`config.mk`:
```
export PLATFORM = sky130hd
export DESIGN_NAME = lrd_lane_ctrl
export DESIGN_NICKNAME = d
export VERILOG_FILES = /design/src/design/lrd_pkg.sv /design/src/design/lrd_lane_ctrl.sv
export SDC_FILE = /design/constraint.sdc
export NUM_CORES = 1
export LEC_CHECK = 0
export BUFFER_PORTS_ARGS = -buffer_cell sky130_fd_sc_hd__clkbuf_2
export CORE_ASPECT_RATIO = 1.1
export CORE_MARGIN = 10
export CORE_UTILIZATION = 33
export DETAILED_ROUTE_END_ITERATION = 8
export GPL_TIMING_DRIVEN = 0
export PLACE_DENSITY = 0.57
export REMOVE_ABC_BUFFERS = 1
export SYNTH_ARGS = -nofsm -noshare
export SYNTH_HDL_FRONTEND = slang
export SYNTH_SLANG_ARGS = --single-unit
```
`constraint.sdc`:
```
create_clock -name pclk -period 7.32 [get_ports pclk]
set_clock_uncertainty 0.2 [all_clocks]
set_input_delay 0.732 -clock pclk [delete_from_list [all_inputs] [get_ports pclk]]
set_output_delay 0.732 -clock pclk [all_outputs]
set_load 0.05 [all_outputs]
```
`src/design/lrd_pkg.sv`:
```
// Purpose: shared constants and types for the redriver lane control
// Assumes: 50 ns control clock
// Notes: timing counts derive from printed times, except DETECT_WAIT_CYC
package lrd_pkg;
  localparam int NCH = 4;
  localparam int CLK_NS = 50;
  // least times round up, longest times round down, never below one cycle
  localparam int IDLE_ENTRY_NS = 20;
  localparam int IDLE_ENTRY_CYC = (IDLE_ENTRY_NS + CLK_NS - 1) / CLK_NS;
  localparam int SLEEP_NS = 1000;
  localparam int SLEEP_CYC = SLEEP_NS / CLK_NS + 1;
  localparam int SAMPLE_NS = 50000;
  localparam int SAMPLE_CYC = SAMPLE_NS / CLK_NS;
  localparam int ACTIVE_MS = 250;
  localparam int ACTIVE_CYC = ACTIVE_MS * 1000000 / CLK_NS;
  localparam int RETRY_NS = 10000;
  localparam int RETRY_CYC = RETRY_NS / CLK_NS;
  localparam int DETECT_WAIT_CYC = 4;
  localparam int LIMIT_TRIES = 5;
  localparam int SYNC_W = 18;
  localparam logic [11:0] REG_CTRL = 12'h000;
  localparam logic [11:0] REG_STATUS = 12'h004;
  localparam logic [11:0] REG_CHAN = 12'h008;
  localparam logic [1:0] CTRL_RST = 2'h0;
  localparam int CTRL_STANDBY_BIT = 0;
  localparam int CTRL_NOSLEEP_BIT = 1;
  localparam logic [1:0] PAD_LOW = 2'h1;
  localparam logic [1:0] PAD_HIGH = 2'h2;
  localparam logic [1:0] THR_LOW = 2'h0;
  localparam logic [1:0] THR_MID = 2'h1;
  localparam logic [1:0] THR_HIGH = 2'h2;
  typedef enum logic [2:0] {
    ST_STANDBY = 3'b000,
    ST_SAMPLE = 3'b001,
    ST_DETECT = 3'b010,
    ST_LIMITED = 3'b011,
    ST_ACTIVE = 3'b100,
    ST_FORCED = 3'b101
  } lrd_state_t;
  typedef struct packed {
    logic [NCH-1:0] term_high_z;
    logic [NCH-1:0] power_on;
    logic [NCH-1:0] tx_idle;
    logic [NCH-1:0] sleep;
    logic [NCH-1:0] squelch_en;
  } lrd_chan_t;
endpackage

```
`src/design/lrd_lane_ctrl.sv`:
```
// Purpose: lane control of a four channel PCIe redriver
// Assumes: analog comparators and detect circuits outside, asynchronous
// Notes: APB slave for software control and status
//
// Our own choices: the placing of the registers and the APB register port.
`timescale 1ns/1ns
`default_nettype none
module lrd_lane_ctrl
  import lrd_pkg::*;
#(
  parameter int ACTIVE_CYCLES = ACTIVE_CYC
) (
  input wire logic pclk,
  input wire logic presetn,
  input wire logic ce,
  input wire logic psel,
  input wire logic penable,
  input wire logic pwrite,
  input wire logic [11:0] paddr,
  input wire logic [31:0] pwdata,
  output logic [31:0] prdata,
  output logic pready,
  output logic pslverr,
  input wire logic reset_pin_n,
  input wire logic rx_detect_enable,
  input wire logic auto_low_power_select,
  input wire logic squelch_slave_select,
  input wire logic [1:0] idle_threshold_select,
  input wire logic [NCH-1:0] rx_below_min,
  input wire logic [NCH-1:0] rx_above_max,
  input wire logic [NCH-1:0] term_found,
  output lrd_chan_t chan,
  output logic [NCH-1:0] detect_strobe,
  output logic [1:0] idle_threshold_voltage,
  output logic tx_high_z
);
  if (ACTIVE_CYCLES < 1 || ACTIVE_CYCLES > 32'h00FFFFFF) begin : g_chk
    $error("ACTIVE_CYCLES out of range");
  end
  if (SAMPLE_CYC < 4 || RETRY_CYC <= DETECT_WAIT_CYC) begin : g_chk2
    $error("timing constants too small");
  end

  function automatic logic [2:0] ones(input logic [NCH-1:0] v);
    logic [2:0] n;
    n = 3'h0;
    for (int k = 0; k < NCH; k++) begin
      n = n + {2'h0, v[k]};
    end
    return n;
  endfunction

  // two-flop synchroniser; stage one feeds stage two only
  logic [SYNC_W-1:0] sync1, sync2;
  always_ff @(posedge pclk or negedge presetn) begin
    if (!presetn) begin
      sync1 <= '0;
      sync2 <= '0;
    end else if (ce) begin
      sync1 <= {reset_pin_n, rx_detect_enable, auto_low_power_select,
                squelch_slave_select, idle_threshold_select, rx_below_min,
                rx_above_max, term_found};
      sync2 <= sync1;
    end
  end
  logic rst_pin_s, rxd_en_s, alp_sel_s, slave_s;
  logic [1:0] thr_pad_s;
  logic [NCH-1:0] below_s, above_s, found_s;
  assign {rst_pin_s, rxd_en_s, alp_sel_s, slave_s, thr_pad_s, below_s,
          above_s, found_s} = sync2;

  // register file
  logic [1:0] ctrl, next_ctrl;
  logic [31:0] next_prdata;
  logic next_pslverr;
  lrd_state_t state, next_state;
  logic [NCH-1:0] found, next_found, power, next_power;
  logic [NCH-1:0] idle, next_idle, sleep, next_sleep;
  logic alp_ok;
  logic setup, wr;
  assign pready = ce;
  assign setup = psel && !penable;
  assign wr = psel && penable && pwrite && ce;

  always_comb begin
    next_ctrl = ctrl;
    next_prdata = prdata;
    next_pslverr = pslverr;
    if (wr && paddr == REG_CTRL) begin
      next_ctrl = pwdata[1:0];
    end
    if (setup) begin
      next_pslverr = 1'b0;
      case (paddr)
        REG_CTRL: next_prdata = {30'h0, ctrl};
        REG_STATUS: next_prdata = {20'h0, alp_ok, state, found, power};
        REG_CHAN: next_prdata = {16'h0, thr_pad_s, 2'h0, slave_s,
                                 alp_sel_s, rxd_en_s, rst_pin_s, idle, sleep};
        default: begin
          next_prdata = 32'h0;
          next_pslverr = 1'b1;
        end
      endcase
    end
  end

  always_ff @(posedge pclk or negedge presetn) begin
    if (!presetn) begin
      ctrl <= CTRL_RST;
      prdata <= 32'h0;
      pslverr <= 1'b0;
    end else if (ce) begin
      ctrl <= next_ctrl;
      prdata <= next_prdata;
      pslverr <= next_pslverr;
    end
  end

  // detection sequencer
  logic [7:0] retry, next_retry;
  logic [2:0] tries, next_tries;
  logic [23:0] act_cnt, next_act_cnt;
  logic [NCH-1:0] next_strobe;
  logic hold_standby, detecting, sample_now;
  // presetn is the power-on reset; the pin reset acts through sync
  assign hold_standby = !rst_pin_s || ctrl[CTRL_STANDBY_BIT];
  assign detecting = state == ST_DETECT || state == ST_LIMITED;
  assign sample_now = detecting && retry == 8'(DETECT_WAIT_CYC);

  always_comb begin
    next_state = state;
    next_found = found;
    next_power = power;
    next_tries = tries;
    next_retry = retry;
    next_strobe = '0;
    next_act_cnt = act_cnt;
    if (detecting) begin
      next_retry = (retry == 8'(RETRY_CYC - 1)) ? 8'h0 : retry + 8'h1;
      if (retry == 8'h0) begin
        next_strobe = ~found;
      end
    end
    case (state)
      ST_STANDBY: begin
        next_power = '0;
        next_found = '0;
        next_act_cnt = '0;
        if (!hold_standby) begin
          next_state = ST_SAMPLE;
        end
      end
      ST_SAMPLE: begin
        // a few cycles after release, well inside the bound
        next_retry = 8'h0;
        next_state = rxd_en_s ? ST_DETECT : ST_FORCED;
      end
      ST_DETECT: begin
        if (sample_now) begin
          next_found = found_s;
          if (found_s != '0) begin
            next_tries = 3'h0;
            next_state = ST_LIMITED;
          end
        end
      end
      ST_LIMITED: begin
        if (sample_now) begin
          next_found = found | found_s;
          next_tries = tries + 3'h1;
          if (tries == 3'(LIMIT_TRIES - 1)) begin
            next_state = ST_ACTIVE;
            if (ones(found | found_s) == 3'h3) begin
              next_power = '1;
            end else begin
              next_power = found | found_s;
            end
          end
        end
      end
      ST_ACTIVE, ST_FORCED: begin
        if (state == ST_FORCED) begin
          next_power = '1;
        end
        if (act_cnt != 24'(ACTIVE_CYCLES)) begin
          next_act_cnt = act_cnt + 24'h1;
        end
      end
      default: next_state = ST_STANDBY;
    endcase
    if (hold_standby) begin
      next_state = ST_STANDBY;
    end
  end

  always_ff @(posedge pclk or negedge presetn) begin
    if (!presetn) begin
      state <= ST_STANDBY;
      found <= '0;
      power <= '0;
      tries <= 3'h0;
      retry <= 8'h0;
      detect_strobe <= '0;
      act_cnt <= 24'h0;
    end else if (ce) begin
      state <= next_state;
      found <= next_found;
      power <= next_power;
      tries <= next_tries;
      retry <= next_retry;
      detect_strobe <= next_strobe;
      act_cnt <= next_act_cnt;
    end
  end

  // sleep needs the long active period, unbounded once reached
  assign alp_ok = alp_sel_s && !ctrl[CTRL_NOSLEEP_BIT] &&
                  act_cnt == 24'(ACTIVE_CYCLES);
  logic running;
  assign running = state == ST_ACTIVE || state == ST_FORCED;

  // per channel idle and sleep
  logic [NCH-1:0][4:0] cnt, next_cnt;
  for (genvar i = 0; i < NCH; i++) begin : g_ch
    logic src_below, src_above;
    // slave mode: lane 1 decides for all lanes
    assign src_below = slave_s ? below_s[0] : below_s[i];
    assign src_above = slave_s ? above_s[0] : above_s[i];
    always_comb begin
      next_cnt[i] = cnt[i];
      next_idle[i] = idle[i];
      next_sleep[i] = sleep[i];
      if (!running || src_above) begin
        next_cnt[i] = 5'h0;
        next_idle[i] = 1'b0;
        next_sleep[i] = 1'b0;
      end else if (src_below) begin
        if (cnt[i] != 5'(SLEEP_CYC)) begin
          next_cnt[i] = cnt[i] + 5'h1;
        end
        if (cnt[i] >= 5'(IDLE_ENTRY_CYC - 1)) begin
          next_idle[i] = 1'b1;
        end
        if (alp_ok && cnt[i] >= 5'(SLEEP_CYC - 1)) begin
          next_sleep[i] = 1'b1;
        end
      end else begin
        next_cnt[i] = 5'h0;
      end
    end
    always_ff @(posedge pclk or negedge presetn) begin
      if (!presetn) begin
        cnt[i] <= 5'h0;
        idle[i] <= 1'b0;
        sleep[i] <= 1'b0;
      end else if (ce) begin
        cnt[i] <= next_cnt[i];
        idle[i] <= next_idle[i];
        sleep[i] <= next_sleep[i];
      end
    end
  end

  // threshold pad: low, open (mid), high
  logic [1:0] next_thr;
  always_comb begin
    case (thr_pad_s)
      PAD_LOW: next_thr = THR_LOW;
      PAD_HIGH: next_thr = THR_HIGH;
      default: next_thr = THR_MID;
    endcase
  end

  logic stby;
  logic [NCH-1:0] sq_en;
  assign stby = state == ST_STANDBY;
  for (genvar j = 0; j < NCH; j++) begin : g_sq
    assign sq_en[j] = (j == 0) || !slave_s;
  end

  always_ff @(posedge pclk or negedge presetn) begin
    if (!presetn) begin
      idle_threshold_voltage <= THR_MID;
      tx_high_z <= 1'b1;
      chan <= '{term_high_z: '1, power_on: '0, tx_idle: '0, sleep: '0,
                squelch_en: '1};
    end else if (ce) begin
      idle_threshold_voltage <= next_thr;
      tx_high_z <= stby;
      // forced mode keeps normal termination from its first cycle
      chan.term_high_z <= stby ? '1 : (state == ST_ACTIVE ? ~power : '0);
      // lanes report off together with the high-z termination, except between release and power-up
      chan.power_on <= stby ? '0 : power;
      chan.tx_idle <= idle;
      chan.sleep <= sleep;
      chan.squelch_en <= sq_en;
    end
  end
endmodule
`default_nettype wire

```
==> flow_summary.json, run 1 <==
{
  "outcome": "complete, no violations",
  "ir_drop_mv": 0.168,
  "ys_flop_type": "sky130_fd_sc_hd__dfrtp_1",
  "cts_num_sinks": 151,
  "clock-root-buffer": "sky130_fd_sc_hd__clkbuf_16",
  "dp_worst_setup_slack_ns": 3.58,
  "fin_tns_setup_ns": 0,
  "antenna-diode-count": 0,
  "final_layout_size_suffix_gt1_share_pct": 26.2,
  "drt_iter0_drc": 356,
  "cp.required_ns": 7.48,
  "antenna_left": 0,
  "leakagePower_nw": 4.01,
  "dr_wl_met2_um": 8280,
  "worst-slew-pin-transition_ns": 0.949,
  "crit_path_start_kind": "primary input",
  "met1_length_um": 8040,
  "finalNonFillerCells": 1081,
  "netlist_instances": 702,
  "grt_first_pass_wirelength_um": 29400,
  "setup_repair_after_global_routing_missed_its_margin": "false",
  "syn-mean-instance-area_um2": 10.8,
  "tritoncts_clock_tree": "yes",
  "worstHoldPathType": "primary input to async pin",
  "signal_arrival_time_at_the_worst_endpoint_ns": 3.42,
  "vias_per_cell": 4.97,
  "power.total_mw": 2.49,
  "topRoutingLayerUsed": "met4",
  "criticalPathCategory": "primary input to register",
  "finalWeightedCongestion": 0.818,
  "post-cts-setup-buffers": 0,
  "hold-worst-slack_ns": 0.101,
  "grt_overflow_total": 0,
  "fin_nets": 859,
  "numCtsBuffers": 17,
  "start_util_pct": 33.4,
  "fmax_mhz": 307,
  "highest_count_cells_in_the_layout_ignoring_fill_and_taps": "sky130_fd_sc_hd__dfrtp_1 (144), sky130_fd_sc_hd__clkbuf_2 (77), sky130_fd_sc_hd__nand2_1 (55), sky130_fd_sc_hd__mux2_2 (53), sky130_fd_sc_hd__o21ai_0 (47)",
  "synth_area_leaders": "sky130_fd_sc_hd__dfrtp_1 (48%), sky130_fd_sc_hd__mux2_2 (7.9%), sky130_fd_sc_hd__ha_1 (3.5%), sky130_fd_sc_hd__o21ai_0 (3.1%), sky130_fd_sc_hd__nand2_1 (2.7%)",
  "die_width_um": 164,
  "worst_slack_setup_final_ns": 4.06,
  "drtPass1Iterations": 4,
  "mapped_area_mm2": 0.00758,
  "largest_net_degree_at_the_start_of_global_routing": 86,
  "clk-insertion-delay-late_ns": 0.43,
  "final_common_cell": "sky130_fd_sc_hd__dfrtp_1",
  "met3RoutedLength_um": 1100,
  "boundary_pins": 129,
  "track_usage_pct": 12.5,
  "synth_top_cell_area_share_pct": 47.6,
  "clkTransAtPathRegs_ns": 0.06,
  "post-dp-hpwl_um": 12500,
  "fillers": 2247,
  "dieArea_mm2": 0.0294,
  "yosys_register_bits": 151,
  "cts.path.max_buffers": 2,
  "cap_viol_max_count": 0,
  "wl_um": 17700,
  "die_y_um": 179,
  "period_share_pct": 44.6,
  "synth_largest_area_cell": "sky130_fd_sc_hd__dfrtp_1",
  "min_tclk_post_route_ns": 3.26,
  "placedCellCount": 1050,
  "synthesis.yosys.warnings": 0,
  "power_density_mw_per_mm2": 284,
  "yosysSeqAreaShare_pct": 50.0,
  "ys_async_sr_fraction_pct": 100,
  "port_buffers": 79,
  "via_count": 5369,
  "timing.max_slew.rel_slack_pct": 36.2,
  "initial_antenna_violation_count": 0,
  "wire_per_inst_um": 16.4,
  "htreeDepth": 4,
  "cts_repair_resize_count": 0,
  "timing.final.max_slew_violations": 0,
  "cp_max_fo": 77,
  "syn_to_final_growth_pct": 15.7,
  "setup_viol_count_final": 0,
  "first_global_vias": 5525,
  "synth-edff-count": 0,
  "cts_hold_buf": 0,
  "hold_viol": 0,
  "core_region_area_mm2": 0.0227,
  "crit_path_capture_type": "register",
  "num_rows": 58,
  "synth_cell_type_count": 69,
  "drc_violations": 0
}
## synthesized netlist by cell type, types with 5 or more instances
master,n
sky130_fd_sc_hd__a21oi_1,25
sky130_fd_sc_hd__a222oi_1,9
sky130_fd_sc_hd__a22o_1,9
sky130_fd_sc_hd__a31o_2,6
sky130_fd_sc_hd__and2_1,6
sky130_fd_sc_hd__and3_1,6
sky130_fd_sc_hd__buf_2,7
sky130_fd_sc_hd__buf_4,23
sky130_fd_sc_hd__clkbuf_1,19
sky130_fd_sc_hd__dfrtp_1,144
sky130_fd_sc_hd__dfstp_2,7
sky130_fd_sc_hd__ha_1,21
sky130_fd_sc_hd__inv_1,36
sky130_fd_sc_hd__mux2_2,53
sky130_fd_sc_hd__mux2i_1,6
sky130_fd_sc_hd__nand2_1,55
sky130_fd_sc_hd__nand2b_1,12
sky130_fd_sc_hd__nand3_1,24
sky130_fd_sc_hd__nand4_1,12
sky130_fd_sc_hd__nand4b_1,5
sky130_fd_sc_hd__nor2_1,31
sky130_fd_sc_hd__nor2b_1,17
sky130_fd_sc_hd__nor3b_1,5
sky130_fd_sc_hd__nor4_1,9
sky130_fd_sc_hd__o21ai_0,47
sky130_fd_sc_hd__o2bb2ai_1,9
sky130_fd_sc_hd__o31ai_1,13
sky130_fd_sc_hd__or2_2,8
sky130_fd_sc_hd__xnor2_1,8
sky130_fd_sc_hd__xor2_1,9
## power by group
part / leakage (nW) / switching, mW / total [mW] / internal, mW
registers: 1.99 / 0.115 / 1.05 / 0.935
logic: 1.75 / 0.389 / 0.592 / 0.203
clock network: 0.281 / 0.346 / 0.846 / 0.500
total: 4.01 / 0.850 / 2.49 / 1.64
## worst max-delay path, stage by stage
cell                       delay (ns)
sky130_fd_sc_hd__clkbuf_4        0.23
sky130_fd_sc_hd__buf_16          0.32
sky130_fd_sc_hd__nand3b_1        0.67
sky130_fd_sc_hd__nor4_2          1.02
sky130_fd_sc_hd__buf_6           0.23
sky130_fd_sc_hd__a222oi_1        0.09
sky130_fd_sc_hd__inv_1           0.10
## worst paths after layout
path	depth (start not counted)	end	slack, ns	startpoint
worst max-delay path	7	prdata[9]	4.06	ce
worst min-delay path	1	retry[0]	0.10	presetn
worst max register to register	5	cnt[13]	4.28	state[2]
worst min register to register	2	sync2[12]	0.28	sync1[12]
max in group asynchronous	2	idle_threshold_voltage[0]	5.98	presetn
min in group pclk	2	sync2[12]	0.28	sync1[12]
## cells by family (layout without fill, tap and decap cells)
group / count (synthesis) / after routing / share of synthesized area, %
other: 2 / 19 / 0.0991
DFF: 151 / 151 / 50.0
and+or+nand+nor: 223 / 223 / 16.8
adders and majority gates: 22 / 22 / 3.73
xor gates and xnor gates: 17 / 17 / 1.97
buffers and inverters: 87 / 149 / 5.66
muxes: 63 / 63 / 9.46
AOI/OAI and AO/OA: 137 / 137 / 12.3
## registers in the layout, indices dropped and copies added, names as in the netlist
signal	cells
idle_threshold_voltage	2
found	4
sync2	18
prdata	14
idle	4
power	4
detect_strobe	4
state	3
tx_high_z	1
act_cnt	24
sync1	18
pslverr	1
tries	3
retry	8
ctrl	2
cnt	20
chan	17
sleep	4
## stage by stage
stage          area [um^2]  util [%]
2_1_floorplan         7350         -
3_3_place_gp          8120      35.7
3_5_place_dp          8200      36.1
4_1_cts               8770      38.6
5_1_grt               8770      38.6
6_report              8770      38.6
## metal layers
| layer | global-route usage [%] | up-vias |
|---|---|---|
| met2 | 19.6 | 119 |
| met1 | 16.2 | 2632 |
| met4 | 4.21 | 0 |
| met5 | 0 | - |
| met3 | 3.61 | 18 |
| li1 | - | 2600 |
## cell type report
type                    instances  area, um^2  share of cell area [%]
flip-flops and latches        151        3790                    43.2
multi-input cells             481        3430                    39.2
well taps                     300         375                    4.28
repair buffers                 82         473                    5.40
clock buffers                  19         433                    4.94
clock inverters                12         129                    1.47
inverters                      36         135                    1.54
Power figures use the tool's default switching activity.
==> inputs of run 2 (changes only) <==
--- a/config.mk
+++ b/config.mk
@@ -11,7 +11,7 @@
 export CORE_UTILIZATION = 33
 export DETAILED_ROUTE_END_ITERATION = 8
 export GPL_TIMING_DRIVEN = 0
-export PLACE_DENSITY = 0.57
+export PLACE_DENSITY = 0.58
 export REMOVE_ABC_BUFFERS = 1
 export SYNTH_ARGS = -nofsm -noshare
 export SYNTH_HDL_FRONTEND = slang
==> constraint.sdc (replaced) <==
create_clock -name pclk -period 2.7 [get_ports pclk]
set_clock_uncertainty 0.2 [all_clocks]
set_input_delay 0.27 -clock pclk [delete_from_list [all_inputs] [get_ports pclk]]
set_output_delay 0.27 -clock pclk [all_outputs]
set_load 0.05 [all_outputs]
==> run 2 against run 1 <==
Combinational power rose to 2.8 times the previous value. Count of clock-buffer cells in the layout increased by 2. Wire length increased by 2.1%. Register-to-register slack got worse by 4.1 ns. Via count is 3.1% higher. Critical endpoint is now power[3]. First-iteration DRC count is 8.1% lower. Highest routed layer unchanged. Global-route usage grew 0.20 points. Sequential cell count stayed put.
==> flow_summary.json, run 2 (synthesis gave the netlist of run 1 again) <==
{
  "initial_antenna_violation_count": 0,
  "seq_area_mm2": 0.00379,
  "largest_net_degree_at_the_start_of_global_routing": 100,
  "min-delay-start": "ce",
  "worst-slew-pin-transition_ns": 0.902,
  "fmax_mhz": 391,
  "worstRegToRegCells": 9,
  "hold-path-cell-count": 2,
  "worstHoldPathType": "primary input to register",
  "cts_num_sinks": 151,
  "dieArea_mm2": 0.0294,
  "leakagePower_nw": 4.14,
  "vias_per_cell": 4.97,
  "signal_arrival_time_at_the_worst_endpoint_ns": 2.67,
  "timing.max_slew.rel_slack_pct": 39.3,
  "grt_overflow_total": 0,
  "fin_nets": 891,
  "clock-root-buffer": "sky130_fd_sc_hd__clkbuf_16",
  "core_region_area_mm2": 0.0227,
  "max_stage_delay_ns": 0.45,
  "outcome": "complete, no violations",
  "die_width_um": 164,
  "ir_drop_mv": 0.522,
  "syn_to_final_growth_pct": 20.2,
  "critical-path-slowest-cell": "sky130_fd_sc_hd__fa_1",
  "finalWeightedCongestion": 0.837,
  "crit_path_cell_trace": "or2_2 > fa_1 > ha_1 > ha_1 > nand2_1 > nor2_2 > nor2_1 > o21ai_0 > mux2_4",
  "setup_viol_count_final": 0,
  "power.total_mw": 6.94,
  "hold_viol": 0,
  "cp.buffers_inverters": 0,
  "tritoncts_clock_tree": "yes",
  "min_tclk_post_route_ns": 2.55,
  "wire_per_inst_um": 16.3,
  "crit_path_start": "found[1]",
  "criticalPathCategory": "register to register",
  "r2r-start": "found[1]",
  "num_rows": 58,
  "first_global_vias": 5562,
  "die_y_um": 179,
  "period_share_pct": 94.6,
  "top_register": "act_cnt",
  "placedCellCount": 1050,
  "worst_slack_setup_final_ns": 0.145,
  "cp_max_fo": 4,
  "cp.required_ns": 2.81,
  "htreeDepth": 4,
  "final_layout_size_suffix_gt1_share_pct": 26.5,
  "grt_first_pass_wirelength_um": 29800,
  "port_buffers": 79,
  "finalNonFillerCells": 1114,
  "drt_iter0_drc": 327,
  "drtPass1Iterations": 5,
  "power_density_mw_per_mm2": 762,
  "cap_viol_max_count": 0,
  "multiInputGateArea_mm2": 0.00345,
  "crit_path_capture_type": "register",
  "cts.path.max_buffers": 2,
  "via_count": 5538,
  "drc_violations": 0,
  "antenna-diode-count": 0,
  "largest_register_ffs": 24,
  "dp_worst_setup_slack_ns": -0.553,
  "largestRegisters": "act_cnt x24, cnt x20",
  "crit_path_start_kind": "register",
  "timing.final.max_slew_violations": 0,
  "start_util_pct": 33.4,
  "clk-insertion-delay-late_ns": 0.43,
  "clkTransAtPathRegs_ns": 0.06,
  "crit_cells": 9,
  "numCtsBuffers": 17,
  "antenna_left": 0,
  "final_common_cell": "sky130_fd_sc_hd__dfrtp_1",
  "post-dp-hpwl_um": 12500,
  "fillers": 2180,
  "timing.critical_path.max_delay_family": "adder cells",
  "wl_um": 18100,
  "hold-worst-slack_ns": 0.0164,
  "track_usage_pct": 12.7,
  "highest_count_cells_in_the_layout_ignoring_fill_and_taps": "sky130_fd_sc_hd__dfrtp_1 (142), sky130_fd_sc_hd__clkbuf_2 (77), sky130_fd_sc_hd__nand2_1 (55), sky130_fd_sc_hd__mux2_2 (53), sky130_fd_sc_hd__o21ai_0 (47)",
  "critical_path_s_most_frequent_cell": "sky130_fd_sc_hd__ha_1",
  "boundary_pins": 129
}
==> run 2: cell types whose count changed in the layout (fill, tap and decap cells not counted), sizes merged <==
cell | before | now
inv | 38 | 37
bufinv | 2 | 3
buf | 3 | 11
clkinv | 8 | 3
clkinvlp | 0 | 4
clkbuf | 98 | 100
dlygate4sd3 | 0 | 24
==> run 2: power breakdown <==
part | internal (mW) | total, mW | switching, mW | leakage [nW]
clock network | 1.46 | 2.42 | 0.963 | 0.274
registers | 2.53 | 2.85 | 0.317 | 1.98
logic | 0.594 | 1.67 | 1.08 | 1.89
total | 4.59 | 6.94 | 2.36 | 4.14
==> run 2: metrics by stage <==
stage / utilization (%) / setup TNS, ns / instance area, um^2
after detailed placement: 36.1 / -13.24 / 8200
after floorplan: - / 0 / 7350
after global routing: 40.1 / -0.00581 / 9110
after global placement: 35.7 / -341.04 / 8120
final: 40.1 / 0 / 9110
after CTS: 39.8 / 0 / 9040
==> run 2: layer usage <==
layer	GRT usage, %	vias to the layer above	share of wire [%]
li1	-	2659	-
met1	16.9	2730	47
met2	19.4	133	46
met3	4.29	16	6.0
met4	3.36	0	0.96
met5	0	-	0
==> run 2: path summary, 6_finish.rpt <==
path,endpoint,slack (ns)
setup reg to reg,power[3],0.15
hold / removal,cnt[17],0.02
setup / recovery,power[3],0.15
max in group asynchronous,chan[1],1.29
hold reg to reg,sync2[12],0.27
min in group asynchronous,retry[6],0.17
==> run 2: timing repair <==
item                                   in CTS  in global routing
buffers inserted                            0                  8
resized for setup                           3                  5
gates cloned                                0                  0
endpoints found under the hold margin      74                  0
hold buffers                               24                  0
pin swaps                                   0                  2
setup endpoints to repair                  37                 22
==> run 2: layout make-up <==
class                   count  area share, %
repair buffers            114           8.45
well taps                 300           4.12
multi-input cells         481           37.9
clock inverters            11           1.66
inverters                  36           1.48
clock buffers              21           4.83
flip-flops and latches    151           41.6
==> run 2: worst reg2reg max path: stages, from the launching register on <==
cell and delay, ns:
sky130_fd_sc_hd__dfrtp_2 0.43, sky130_fd_sc_hd__or2_2 0.33, sky130_fd_sc_hd__fa_1 0.45, sky130_fd_sc_hd__ha_1 0.20
sky130_fd_sc_hd__ha_1 0.26, sky130_fd_sc_hd__nand2_1 0.07, sky130_fd_sc_hd__nor2_2 0.05, sky130_fd_sc_hd__nor2_1 0.09
sky130_fd_sc_hd__o21ai_0 0.09, sky130_fd_sc_hd__mux2_4 0.28
==> inputs of run 3 (changes only) <==
--- a/config.mk
+++ b/config.mk
@@ -11,6 +11,7 @@
 export CORE_UTILIZATION = 33
 export DETAILED_ROUTE_END_ITERATION = 8
 export GPL_TIMING_DRIVEN = 0
+export HOLD_SLACK_MARGIN = 0.05
 export PLACE_DENSITY = 0.58
 export REMOVE_ABC_BUFFERS = 1
 export SYNTH_ARGS = -nofsm -noshare
==> run 3 against run 2 <==
Count of clock-buffer cells in the layout is the same. Critical endpoint unchanged. Critical path type unchanged. Wire length shrank 0.17%. Sequential power is essentially flat.
==> flow_summary.json, run 3 (synthesis gave the netlist of run 1 again) <==
{
  "outcome": "complete, no violations",
  "wl_um": 18100,
  "worst_case_hold_path_end_point": "chan[9]",
  "min-delay-start": "ce",
  "start_util_pct": 33.4,
  "clock-root-buffer": "sky130_fd_sc_hd__clkbuf_16",
  "wire_per_inst_um": 16.2,
  "htreeDepth": 4,
  "worst_r2r_endpoint": "power[3]",
  "ir_drop_mv": 0.515,
  "final_layout_size_suffix_gt1_share_pct": 26.5,
  "worstHoldPathType": "primary input to register",
  "hold-worst-slack_ns": 0.0791,
  "crit_path_start_kind": "register",
  "grt_first_pass_wirelength_um": 29800,
  "drtPass1Iterations": 5,
  "timing.max_slew.rel_slack_pct": 36.8,
  "final_util_pct": 40.1,
  "crit_path_capture_type": "register",
  "critical-path-slowest-cell": "sky130_fd_sc_hd__fa_1",
  "timing.final.max_slew_violations": 0,
  "antenna-diode-count": 0,
  "clkTransAtPathRegs_ns": 0.06,
  "port_buffers": 79,
  "crit_cells": 9,
  "fillers": 2180,
  "drc_violations": 0,
  "worst-slew-pin-transition_ns": 0.939,
  "leakagePower_nw": 4.14,
  "hold_viol": 0,
  "worstRegToRegCells": 9,
  "placedCellCount": 1050,
  "fmax_mhz": 392,
  "tritoncts_clock_tree": "yes",
  "vias_per_cell": 4.96,
  "track_usage_pct": 12.7,
  "top_register": "act_cnt",
  "boundary_pins": 129,
  "power.total_mw": 6.93,
  "finalNonFillerCells": 1114,
  "initial_antenna_violation_count": 0,
  "drt_iter0_drc": 350,
  "hold-path-cell-count": 2,
  "die_width_um": 164,
  "period_share_pct": 94.6,
  "cts.path.max_buffers": 2,
  "numCtsBuffers": 17,
  "cap_viol_max_count": 0,
  "fin_nets": 891,
  "crit_path_cell_trace": "or2_2 > fa_1 > ha_1 > ha_1 > nand2_1 > nor2_2 > nor2_1 > o21ai_0 > mux2_4",
  "power_density_mw_per_mm2": 761,
  "num_rows": 58,
  "clk-insertion-delay-late_ns": 0.43,
  "r2r-start": "found[1]",
  "final_common_cell": "sky130_fd_sc_hd__dfrtp_1",
  "highest_count_cells_in_the_layout_ignoring_fill_and_taps": "sky130_fd_sc_hd__dfrtp_1 (142), sky130_fd_sc_hd__clkbuf_2 (77), sky130_fd_sc_hd__nand2_1 (55), sky130_fd_sc_hd__mux2_2 (53), sky130_fd_sc_hd__o21ai_0 (47)",
  "dieArea_mm2": 0.0294,
  "max_stage_delay_ns": 0.45,
  "cp.required_ns": 2.81,
  "via_count": 5521,
  "core_region_area_mm2": 0.0227,
  "setup_viol_count_final": 0,
  "critical_path_s_most_frequent_cell": "sky130_fd_sc_hd__ha_1",
  "grt_overflow_total": 0,
  "cp.buffers_inverters": 0,
  "largestRegisters": "act_cnt x24, cnt x20",
  "syn_to_final_growth_pct": 20.2,
  "antenna_left": 0,
  "cts_num_sinks": 151,
  "criticalPathCategory": "register to register",
  "signal_arrival_time_at_the_worst_endpoint_ns": 2.66,
  "largest_register_ffs": 24,
  "largest_net_degree_at_the_start_of_global_routing": 100,
  "post-dp-hpwl_um": 12500,
  "die_y_um": 179,
  "reg2reg_slack_ns": 0.15,
  "timing.critical_path.max_delay_family": "adder cells",
  "cp_max_fo": 4,
  "finalWeightedCongestion": 0.837,
  "first_global_vias": 5560,
  "min_tclk_post_route_ns": 2.55
}
run 3: cell counts in the layout (fill, tap and decap cells not counted):
No cell type changed its count.
run 3: what timing repair did:
item / in CTS / in global routing
cloned: 0 / 0
pin swaps: 0 / 2
hold buffers: 24 / 0
resized for setup: 3 / 5
setup buffers: 0 / 8
setup endpoints to repair: 37 / 22
endpoints found under the hold margin: 75 / 0
run 3: per-layer routing:
metal | routed length, um | track usage (%)
met4 | 142 | 3.36
met2 | 8410 | 19.4
met3 | 1130 | 4.29
met1 | 8390 | 16.9
met5 | 0 | 0
run 3: stage by stage:
stage / cell area, um^2 / setup TNS [ns] / setup WS (ns)
2_1_floorplan: 7350 / 0 / 0.269
3_3_place_gp: 8120 / -341.04 / -3.08
3_5_place_dp: 8200 / -13.24 / -0.553
4_1_cts: 9040 / 0 / 0.0280
5_1_grt: 9110 / -0.00581 / -0.00581
6_report: 9110 / 0 / 0.146
run 3: cell type report:
cell class,instances,area (um^2),share of cell area [%]
sequential,151,3790,41.6
multi-input combinational,481,3450,37.9
timing repair buffer,114,769,8.45
clock buffer,21,440,4.83
tap,300,375,4.12
clock inverter,11,151,1.66
inverter,36,135,1.48
run 3: worst max path at each step:
stage	from	to	slack, ns
after floorplan	sync2[0]	power[0]	0.27
after detailed placement	state[2]	cnt[13]	-0.55
after CTS	state[1]	cnt[13]	0.03
after global routing	found[1]	power[3]	-0.006
after global placement	ce	prdata[3]	-3.08
final	found[1]	power[3]	0.15
run 3: where the power goes:
group,internal [mW],switching [mW]
Clock,1.46,0.959
Sequential,2.53,0.315
Combinational,0.594,1.07
Total,4.59,2.35
run 3: worst register-to-register path, delay by kind of cell (launching register included):
family                   cells  cell delay, ns
flip-flops                   1            0.43
multiplexers                 1            0.28
adder cells (fa/ha/maj)      3            0.91
AND/OR/NAND/NOR              4            0.54
AO/OA/AOI/OAI                1            0.09
